[src/chs_map.vh]
`ifndef CHS_MAP_VH
`define CHS_MAP_VH

// register offsets
`define CHS_OFS_WDOG_FLAGS  8'h05
`define CHS_OFS_BATT_SENSE  8'h08
`define CHS_OFS_TEMP_SENSE  8'h09
`define CHS_OFS_STAT_MASK   8'h0a
`define CHS_OFS_CH1_MASK    8'h0b
`define CHS_OFS_CH2_MASK    8'h0c

// battery_comparator_sense fields
`define CHS_BIT_BATT_OV     6
`define CHS_BIT_RECHG       5
`define CHS_BIT_WEAK        4
`define CHS_BIT_PRECHG      3
`define CHS_BIT_SAFE        2
`define CHS_BIT_EOC         1

// die_temperature_sense fields
`define CHS_BIT_TSD         3
`define CHS_BIT_TM2         2
`define CHS_BIT_TM1         1
`define CHS_BIT_TWARN       0

// status_interrupt_mask fields
`define CHS_BIT_TWARN_MSK   5
`define CHS_BIT_TM1_MSK     4
`define CHS_BIT_TM2_MSK     3
`define CHS_BIT_TSD_MSK     2
`define CHS_BIT_VALID_MSK   0

// charger_interrupt_mask_one fields
`define CHS_BIT_VINLO_MSK   4
`define CHS_BIT_VINHI_MSK   3
`define CHS_BIT_BOVP_MSK    1
`define CHS_BIT_STCHG_MSK   0

// charger_interrupt_mask_two fields, same positions as the flags at 0x05
`define CHS_BIT_WDOG_MSK    3
`define CHS_BIT_USBTO_MSK   2
`define CHS_BIT_CHGTO_MSK   1
`define CHS_BIT_WDOG_FLAG   3

// writable bits and reset values
`define CHS_STAT_WMASK      8'h3d
`define CHS_CH1_WMASK       8'h1b
`define CHS_CH2_WMASK       8'h0e
`define CHS_STAT_RST        8'h00
`define CHS_CH1_RST         8'h00
`define CHS_CH2_RST         8'h0e
`define CHS_STAT_OTG_CLR    8'h01

// timing
`define CHS_CLK_HZ          50000000
`define CHS_WDOG_TIME_S     32
`define CHS_I2C_ADDR        7'h36

`endif

[src/chs_sense_masks.v]
// Summary of operation
// - battery bit 6 shows over-voltage comparator
// - battery bit 4 shows weak-battery reconnect comparator
// - battery bit 1 shows charge current above end-of-charge
// - temperature bit 3 shows thermal shutdown comparator
// - temperature bit 2 shows second modulation level
// - temperature bit 1 shows first modulation level
// - temperature bit 0 shows thermal warning level
// - status mask bits 5..2 thermal, reset 0
// - status mask bit 0 input-valid, also cleared on boost
// - mask one bits 4,3 input low/high, reset 0
// - mask one bit 1 battery over-voltage, reset 0
// - mask one bit 0 state change, reset 0
// - mask two bits 3..1 timeouts, reset 1
// - watchdog flag set at 32 s, read-clear
`timescale 1ns/1ps
`include "chs_map.vh"
module chs_sense_masks #(
  parameter [6:0]  I2C_ADDR    = `CHS_I2C_ADDR,
  parameter [31:0] WDOG_CYCLES = `CHS_WDOG_TIME_S * `CHS_CLK_HZ
) (
  // clock and reset
  input  wire       clk,
  input  wire       srst,
  // serial control bus pins
  input  wire       scl_i,
  input  wire       sda_i,
  output reg        sda_o,
  output reg        sda_oe,
  // analog comparator levels
  input  wire       battery_overvoltage_sense,
  input  wire       recharge_level_sense,
  input  wire       weak_battery_sense,
  input  wire       precharge_level_sense,
  input  wire       safe_level_sense,
  input  wire       end_of_charge_current_sense,
  input  wire       thermal_shutdown_sense,
  input  wire       thermal_level_two_sense,
  input  wire       thermal_level_one_sense,
  input  wire       thermal_warning_sense,
  // reset events from the charger core
  input  wire       off_state,
  input  wire       reg_reset,
  input  wire       boost_output_mode,
  // latched interrupt flags from the charger core, aligned to mask bits
  input  wire [7:0] stat_irq_flags,
  input  wire [7:0] ch1_irq_flags,
  input  wire [7:0] ch2_irq_flags,
  // watchdog run enable
  input  wire       wdog_enable,
  // interrupt out
  output reg        irq
);

  localparam [8:0] S_IDLE = 9'h001;
  localparam [8:0] S_ADDR = 9'h002;
  localparam [8:0] S_ACKA = 9'h004;
  localparam [8:0] S_REG  = 9'h008;
  localparam [8:0] S_ACKR = 9'h010;
  localparam [8:0] S_WDAT = 9'h020;
  localparam [8:0] S_ACKW = 9'h040;
  localparam [8:0] S_RDAT = 9'h080;
  localparam [8:0] S_RACK = 9'h100;

  wire [11:0] sync_q;
  reg         scl_q_r;
  reg         sda_q_r;
  reg  [8:0]  st_r;
  reg  [3:0]  cnt_r;
  reg  [7:0]  sh_r;
  reg  [7:0]  tx_r;
  reg  [7:0]  ptr_r;
  reg         rw_r;
  reg         nack_r;
  reg         wr_stb_r;
  reg  [7:0]  wr_addr_r;
  reg  [7:0]  wr_data_r;
  reg         rd_stb_r;
  reg  [7:0]  rd_addr_r;
  reg  [7:0]  status_interrupt_mask_r;
  reg  [7:0]  charger_interrupt_mask_one_r;
  reg  [7:0]  charger_interrupt_mask_two_r;
  reg         wdog_flag_r;
  reg         otg_q_r;
  reg  [7:0]  batt_sns;
  reg  [7:0]  die_temperature_sense;
  reg  [7:0]  rd_data;
  wire        wdog_expire;

  // pins and comparators pass two flops
  chs_sync #(
    .W    (12),
    .INIT (12'hc00)
  ) u_sync (
    .clk  (clk),
    .srst (srst),
    .d    ({scl_i, sda_i,
            battery_overvoltage_sense, recharge_level_sense,
            weak_battery_sense, precharge_level_sense,
            safe_level_sense, end_of_charge_current_sense,
            thermal_shutdown_sense, thermal_level_two_sense,
            thermal_level_one_sense, thermal_warning_sense}),
    .q    (sync_q)
  );

  wire scl_s     = sync_q[11];
  wire sda_s     = sync_q[10];
  wire scl_rise  = scl_s & ~scl_q_r;
  wire scl_fall  = ~scl_s & scl_q_r;
  wire bus_start = scl_s & scl_q_r & sda_q_r & ~sda_s;
  wire bus_stop  = scl_s & scl_q_r & ~sda_q_r & sda_s;

  // live comparator images, reserved bits zero
  always @* begin
    batt_sns = 8'h00;
    die_temperature_sense = 8'h00;
    batt_sns[`CHS_BIT_BATT_OV] = sync_q[9];
    batt_sns[`CHS_BIT_RECHG]   = sync_q[8];
    batt_sns[`CHS_BIT_WEAK]    = sync_q[7];
    batt_sns[`CHS_BIT_PRECHG]  = sync_q[6];
    batt_sns[`CHS_BIT_SAFE]    = sync_q[5];
    batt_sns[`CHS_BIT_EOC]     = sync_q[4];
    die_temperature_sense[`CHS_BIT_TSD]     = sync_q[3];
    die_temperature_sense[`CHS_BIT_TM2]     = sync_q[2];
    die_temperature_sense[`CHS_BIT_TM1]     = sync_q[1];
    die_temperature_sense[`CHS_BIT_TWARN]   = sync_q[0];
  end

  // read mux, unmapped offsets read zero
  always @* begin
    case (ptr_r)
      `CHS_OFS_WDOG_FLAGS: rd_data = {4'h0, wdog_flag_r, 3'h0};
      `CHS_OFS_BATT_SENSE: rd_data = batt_sns;
      `CHS_OFS_TEMP_SENSE: rd_data = die_temperature_sense;
      `CHS_OFS_STAT_MASK:  rd_data = status_interrupt_mask_r;
      `CHS_OFS_CH1_MASK:   rd_data = charger_interrupt_mask_one_r;
      `CHS_OFS_CH2_MASK:   rd_data = charger_interrupt_mask_two_r;
      default:             rd_data = 8'h00;
    endcase
  end

  // serial control bus slave: address, register pointer, data, auto-increment
  always @(posedge clk) begin
    if (srst) begin
      scl_q_r   <= 1'b1;
      sda_q_r   <= 1'b1;
      st_r      <= S_IDLE;
      cnt_r     <= 4'h0;
      sh_r      <= 8'h00;
      tx_r      <= 8'h00;
      ptr_r     <= 8'h00;
      rw_r      <= 1'b0;
      nack_r    <= 1'b0;
      wr_stb_r  <= 1'b0;
      wr_addr_r <= 8'h00;
      wr_data_r <= 8'h00;
      rd_stb_r  <= 1'b0;
      rd_addr_r <= 8'h00;
      sda_o     <= 1'b0;
      sda_oe    <= 1'b0;
    end else begin
      scl_q_r  <= scl_s;
      sda_q_r  <= sda_s;
      wr_stb_r <= 1'b0;
      rd_stb_r <= 1'b0;
      sda_o    <= 1'b0;
      if (bus_start) begin
        st_r   <= S_ADDR;
        cnt_r  <= 4'h0;
        sda_oe <= 1'b0;
      end else if (bus_stop) begin
        st_r   <= S_IDLE;
        sda_oe <= 1'b0;
      end else begin
        case (st_r)
          S_ADDR: begin
            if (scl_rise) begin
              sh_r  <= {sh_r[6:0], sda_s};
              cnt_r <= cnt_r + 4'h1;
            end else if (scl_fall && cnt_r == 4'h8) begin
              if (sh_r[7:1] == I2C_ADDR) begin
                sda_oe <= 1'b1;
                rw_r   <= sh_r[0];
                st_r   <= S_ACKA;
              end else begin
                st_r <= S_IDLE;
              end
            end
          end
          S_ACKA, S_RACK: begin
            if (scl_rise) begin
              nack_r <= sda_s & st_r[8];
            end else if (scl_fall) begin
              cnt_r <= 4'h0;
              if (st_r[8] && nack_r) begin
                sda_oe <= 1'b0;
                st_r   <= S_IDLE;
              end else if (st_r[8] || rw_r) begin
                tx_r      <= rd_data;
                rd_stb_r  <= 1'b1;
                rd_addr_r <= ptr_r;
                ptr_r     <= ptr_r + 8'h01;
                sda_oe    <= ~rd_data[7];
                st_r      <= S_RDAT;
              end else begin
                sda_oe <= 1'b0;
                st_r   <= S_REG;
              end
            end
          end
          S_REG: begin
            if (scl_rise) begin
              sh_r  <= {sh_r[6:0], sda_s};
              cnt_r <= cnt_r + 4'h1;
            end else if (scl_fall && cnt_r == 4'h8) begin
              ptr_r  <= sh_r;
              sda_oe <= 1'b1;
              st_r   <= S_ACKR;
            end
          end
          S_ACKR, S_ACKW: begin
            if (scl_fall) begin
              sda_oe <= 1'b0;
              cnt_r  <= 4'h0;
              st_r   <= S_WDAT;
            end
          end
          S_WDAT: begin
            if (scl_rise) begin
              sh_r  <= {sh_r[6:0], sda_s};
              cnt_r <= cnt_r + 4'h1;
            end else if (scl_fall && cnt_r == 4'h8) begin
              wr_stb_r  <= 1'b1;
              wr_addr_r <= ptr_r;
              wr_data_r <= sh_r;
              ptr_r     <= ptr_r + 8'h01;
              sda_oe    <= 1'b1;
              st_r      <= S_ACKW;
            end
          end
          S_RDAT: begin
            if (scl_fall) begin
              if (cnt_r == 4'h7) begin
                sda_oe <= 1'b0;
                nack_r <= 1'b0;
                st_r   <= S_RACK;
              end else begin
                tx_r   <= {tx_r[6:0], 1'b0};
                sda_oe <= ~tx_r[6];
                cnt_r  <= cnt_r + 4'h1;
              end
            end
          end
          default: begin
            st_r   <= S_IDLE;
            sda_oe <= 1'b0;
          end
        endcase
      end
    end
  end

  wire otg_entry = boost_output_mode & ~otg_q_r;
  wire clr_all   = off_state | reg_reset;

  // mask registers; a reset event in the same cycle beats a write
  always @(posedge clk) begin
    if (srst) begin
      otg_q_r <= 1'b0;
    end else begin
      otg_q_r <= boost_output_mode;
    end
    if (srst || clr_all) begin
      status_interrupt_mask_r <= `CHS_STAT_RST;
    end else if (otg_entry) begin
      status_interrupt_mask_r <= status_interrupt_mask_r & ~`CHS_STAT_OTG_CLR;
    end else if (wr_stb_r && wr_addr_r == `CHS_OFS_STAT_MASK) begin
      status_interrupt_mask_r <= wr_data_r & `CHS_STAT_WMASK;
    end
    if (srst || clr_all || otg_entry) begin
      charger_interrupt_mask_one_r <= `CHS_CH1_RST;
      charger_interrupt_mask_two_r <= `CHS_CH2_RST;
    end else if (wr_stb_r) begin
      if (wr_addr_r == `CHS_OFS_CH1_MASK) begin
        charger_interrupt_mask_one_r <= wr_data_r & `CHS_CH1_WMASK;
      end
      if (wr_addr_r == `CHS_OFS_CH2_MASK) begin
        charger_interrupt_mask_two_r <= wr_data_r & `CHS_CH2_WMASK;
      end
    end
  end

  // watchdog restarts on every data byte written or read, not on address or register pointer bytes
  chs_wdog #(
    .CYCLES (WDOG_CYCLES)
  ) u_wdog (
    .clk    (clk),
    .srst   (srst),
    .enable (wdog_enable),
    .kick   (wr_stb_r | rd_stb_r),
    .expire (wdog_expire)
  );

  // expiry flag: set wins over the read-clear
  always @(posedge clk) begin
    if (srst || clr_all || otg_entry) begin
      wdog_flag_r <= 1'b0;
    end else if (wdog_expire) begin
      wdog_flag_r <= 1'b1;
    end else if (rd_stb_r && rd_addr_r == `CHS_OFS_WDOG_FLAGS) begin
      wdog_flag_r <= 1'b0;
    end
  end

  // flags latch regardless of mask; a set mask bit only blocks the output
  wire [7:0] ch2_all = (ch2_irq_flags & ~(8'h01 << `CHS_BIT_WDOG_FLAG))
                       | ({7'h00, wdog_flag_r} << `CHS_BIT_WDOG_FLAG);
  wire       irq_pend = |(stat_irq_flags & ~status_interrupt_mask_r & `CHS_STAT_WMASK)
                      | |(ch1_irq_flags & ~charger_interrupt_mask_one_r & `CHS_CH1_WMASK)
                      | |(ch2_all & ~charger_interrupt_mask_two_r & `CHS_CH2_WMASK);

  always @(posedge clk) begin
    if (srst) begin
      irq <= 1'b0;
    end else begin
      irq <= irq_pend;
    end
  end

endmodule

[src/chs_sync.v]
`timescale 1ns/1ps
module chs_sync #(
  parameter         W    = 1,
  // reset level, set to the idle level of each pin to avoid a false edge
  parameter [W-1:0] INIT = {W{1'b0}}
) (
  // clock and reset
  input  wire         clk,
  input  wire         srst,
  // asynchronous levels in, synchronised levels out
  input  wire [W-1:0] d,
  output reg  [W-1:0] q
);

  reg [W-1:0] meta_r;

  always @(posedge clk) begin
    if (srst) begin
      meta_r <= INIT;
      q      <= INIT;
    end else begin
      meta_r <= d;
      q      <= meta_r;
    end
  end

endmodule

[src/chs_wdog.v]
`timescale 1ns/1ps
module chs_wdog #(
  parameter [31:0] CYCLES = 32'd1600000000
) (
  // clock and reset
  input  wire clk,
  input  wire srst,
  // control
  input  wire enable,
  input  wire kick,
  // one-cycle pulse when the period runs out
  output reg  expire
);

  reg [31:0] cnt_r;

  always @(posedge clk) begin
    if (srst) begin
      cnt_r  <= 32'h00000000;
      expire <= 1'b0;
    end else begin
      expire <= 1'b0;
      if (!enable || kick) begin
        cnt_r <= 32'h00000000;
      end else if (cnt_r == CYCLES - 32'd1) begin
        cnt_r  <= 32'h00000000;
        expire <= 1'b1;
      end else begin
        cnt_r <= cnt_r + 32'd1;
      end
    end
  end

endmodule

[config.mk]
export PLATFORM = sky130hd
export DESIGN_NAME = chs_sense_masks
export DESIGN_NICKNAME = d
export VERILOG_FILES = /design/src/chs_sense_masks.v /design/src/chs_sync.v /design/src/chs_wdog.v
export VERILOG_INCLUDE_DIRS = /design/src
export SDC_FILE = /design/constraint.sdc
export NUM_CORES = 1
export LEC_CHECK = 0
export BUFFER_PORTS_ARGS = -buffer_cell sky130_fd_sc_hd__buf_2
export CAP_MARGIN = 10
export CORE_MARGIN = 10
export CORE_UTILIZATION = 50
export DETAILED_ROUTE_END_ITERATION = 10
export PLACE_DENSITY_LB_ADDON = 0.25
export SKIP_CTS_REPAIR_TIMING = 1
export SLEW_MARGIN = 20
export SYNTH_ARGS = -nofsm -noshare
export SYNTH_HDL_FRONTEND = slang
export SYNTH_SLANG_ARGS = --single-unit
[constraint.sdc]
create_clock -name clk -period 2.5 [get_ports clk]
set_input_delay 0.125 -clock clk [delete_from_list [all_inputs] [get_ports clk]]
set_output_delay 0.125 -clock clk [all_outputs]
set_load 0.02 [all_outputs]
==> results by group <==
STA
  – Setup TNS: 0 ps
  – Clock skew: 6.03 ps
  – Final Critical Period: 2380 ps
  – Final Hold Viols: 1
  – Fmax: between 400 and 500 MHz
  – Worst slew margin: 50.8%
  – Final period util: between 90 and 100%
  – Setup Viol. Count Final: 0
  – Final hold slack: -1.85 ps
  – RSZ-0062 raised after global routing: false
  – Slew @ Worst Pin: 736 ps
  – Fin. max-slew vios: 0

Detailed routing
  – Via density: 5.80
  – DR vias: 5695
  – Antenna Nets Post-Route: 0
  – Initial DRC Count: 520
  – Drt pass-1 iters: 7
  – Routed wire length: 15.8 mm
  – Remaining DRCs: 0
  – Drt wl/cell: 16.1 um

Critical path
  – CP Depth: 7
  – Critical Path Source Type: flop
  – CP startpoint: u_wdog.cnt_r[0]$_SDFF_PP0_
  – Crit-path cells: ha_1 > nand3_1 > or4_1 > or4_4 > nand2_1 > buf_12 > nor2_1
  – Critical R2R Launch: u_wdog.cnt_r[0]$_SDFF_PP0_
  – CP bufs+invs: 1
  – Top delay family on crit path: simple AND/OR/NAND/NOR gates
  – Worst Path Max Fanout: 31
  – Reg2Reg Depth: 7
  – Crit path capture type: flop
  – Slowest-stage cell, CP: or4_4
  – Worst EP arrival: approximately 2700 ps
  – WP data required: 2810 ps
  – CP Class: flop to flop
  – CP max stage delay: a little under 600 ps

Global routing
  – Initial antenna violation count: 0
  – First-pass GRT wire length: 26.1 mm
  – Grt ovf: 0
  – Vias in the first global route: 5411
  – Largest net degree at the start of global routing: 76
  – Total GRT Usage: about 18%

Logic synthesis
  – Seq/Total Area, Yosys: 42.8%
  – Synthesized netlist cell count: 739
  – Number of synthesized flops with an enable pin: 0
  – Synth cell types: slightly below 70
  – Register bit total from synthesis: 137
  – Synth area leader: dfxtp_1
  – Synth top area share: 42.8%
  – Mapped Area: 6400 sq um
  – Synth Flop Type: dfxtp_1
  – Syn nets: a little under 800
  – Yosys warning count: 0
  – Ranking of synthesized cells by area: dfxtp_1 (43%), mux2i_1 (4.5%), nor2_1 (4.5%)
  – Avg Cell Area, Syn: 8.67 sq um
  – Asr flop ratio synth: 0%

Pwr
  – Total Power: 5.16 mW
  – Logic pwr share: between 2 and 3%
  – P_leak: 2.68 nW
  – Switching portion of total power: 21.1%
  – PD cells: 669 nW/um^2
  – Max IR drop VDD: approximately 560 uV
  – Internal power: 4.07 mW
  – Clock network fraction of total power: 54.2%
  – Seq pwr share: roughly 43%
  – Sw power: 1.09 mW

Clock network
  – Htree depth: 4
  – Cts bufs inserted: 17
  – Clock buffer depth: 2
  – CTS tree: built
  – Clock Latency Late Sink: 420 ps
  – CTS Sinks: 137
  – Clk pin slew, worst setup/hold paths: 60 ps
  – Root Buffer: clkbuf_16

Place
  – DP HPWL: ~11 mm
  – Routability cong.: between 0.9 and 1
  – Port Buffers: 30

Min path
  – Hold Path Stages: 3
  – Hold Path Class: primary input to flop
  – Hold Path Origin: ch1_irq_flags[4]

Finish
  – Most frequent cells in the layout: dfxtp_1 (137), nor2_1 (76), nand2_1 (62)
  – # diodes: 0
  – Final core utilization: 61.4%
  – Area growth syn-to-layout: 20.4%
  – Most common cell after layout, fill and taps aside: dfxtp_1
  – Layout cell share with drive strength beyond 1: roughly 15%
  – Final Net Count: 846

Run status
  – Failing checks: negative hold slack
  – Outcome: complete, but fails checks

Die
  – Die Area: 17700 sq um
  – Core Rows: 41
  – Chip width: roughly 130 um
  – Initial Util: 51.0%
  – I/O pin cnt: 45
  – Die Ht: 133 um
  – Core area: 12600 sq um

Flow run
  – MaxCap Viol Count: 0
==> cells in the mapped netlist (all sizes together) (3+ instances only) <==
cell / number
dfxtp: 137
nor2: 76
nand2: 63
a21oi: 38
clkbuf: 29
mux2i: 29
nand2b: 27
inv: 25
nor3: 25
nand4: 24
nor2b: 23
nand3: 22
nor4: 20
xnor2: 19
xor2: 16
o21ai: 14
a211oi: 10
buf: 10
or3: 9
o22ai: 8
o32ai: 8
or2: 8
a31oi: 7
ha: 7
and3: 6
a222oi: 4
a22oi: 4
and2: 4
o21a: 4
o31ai: 4
or4: 4
a221oi: 3
a2bb2oi: 3
and4: 3
nand4b: 3
nor3b: 3
o2111ai: 3
o211ai: 3
o31a: 3
or4b: 3
==> kinds of logic after synthesis <==
group                    count (synthesis)  share of synthesized area [%]
AND/OR/NAND/NOR                        331                           27.2
flip-flops                             137                           42.8
AO/OA/AOI/OAI                          134                           14.8
buffers and inverters                   64                           4.20
XOR/XNOR                                35                           4.79
multiplexers                            30                           4.71
adder cells (fa/ha/maj)                  7                           1.37
other                                    1                         0.0585
==> sequential cells by signal, indices dropped and copies added (netlist names), 3 cells and up <==
signal	count
u_wdog.cnt_r	32
u_sync.meta_r	12
status_interrupt_mask_r	5
rd_addr_r	8
tx_r	7
u_sync.q	12
wr_addr_r	8
ptr_r	8
charger_interrupt_mask_one_r	4
charger_interrupt_mask_two_r	3
cnt_r	4
st_r	9
sh_r	8
wr_data_r	6
==> layout make-up <==
| type | count | area [sq um] |
|---|---|---|
| Timing Repair Buffer | 78 | 583 |
| Sequential cell | 137 | 2740 |
| Clock inverter | 15 | 235 |
| Multi-Input combinational cell | 538 | 3420 |
| Inverter | 25 | 93.8 |
| Fill cell | 1081 | 4860 |
| Clock buffer | 17 | 425 |
| Tap cell | 172 | 215 |
==> stage by stage <==
| stage | instance area, sq um | setup WS, ps | cells |
|---|---|---|---|
| after global placement | 6870 | 127 | 935 |
| after floorplan | 6400 | 170 | 739 |
| after detailed placement | 6870 | 85.2 | 935 |
| after CTS | 7530 | 58.0 | 967 |
| after global routing | 7710 | 9.57 | 982 |
| final | 7710 | 121 | 982 |
==> worst register-to-register path, cell delays in order, from the launching register on <==
cell	delay (ps)
dfxtp_1	370
ha_1	220
nand3_1	120
or4_1	570
or4_4	580
nand2_1	130
buf_12	190
nor2_1	80
==> power groups by stage <==
stage	clock, mW	sequential, mW	combinational [mW]
3_5_place_dp	0	2.27	0.129
5_1_grt	2.93	2.22	0.162
2_1_floorplan	0	2.26	0.0811
3_3_place_gp	0	2.26	0.127
6_report	2.79	2.22	0.147
4_1_cts	2.84	2.22	0.130
==> final timing paths <==
path / slack [ps] / end
setup / recovery: 120 / u_wdog.cnt_r[22]$_SDFF_PP0_
hold / removal: -2 / irq$_SDFF_PP0_
setup reg to reg: 120 / u_wdog.cnt_r[22]$_SDFF_PP0_
hold reg to reg: 410 / u_sync.q[11]$_SDFF_PP1_
==> layer usage <==
metal  global-route usage [%]  vias to the layer above  routed length [um]
met3                     4.66                       39                 918
met1                     22.2                     2716                6910
li1                         -                     2772                   -
met2                     28.7                      168                7570
met5                        0                        -                   0
met4                     6.71                        0                 403
No activity file was read; power rests on OpenSTA's default activity.
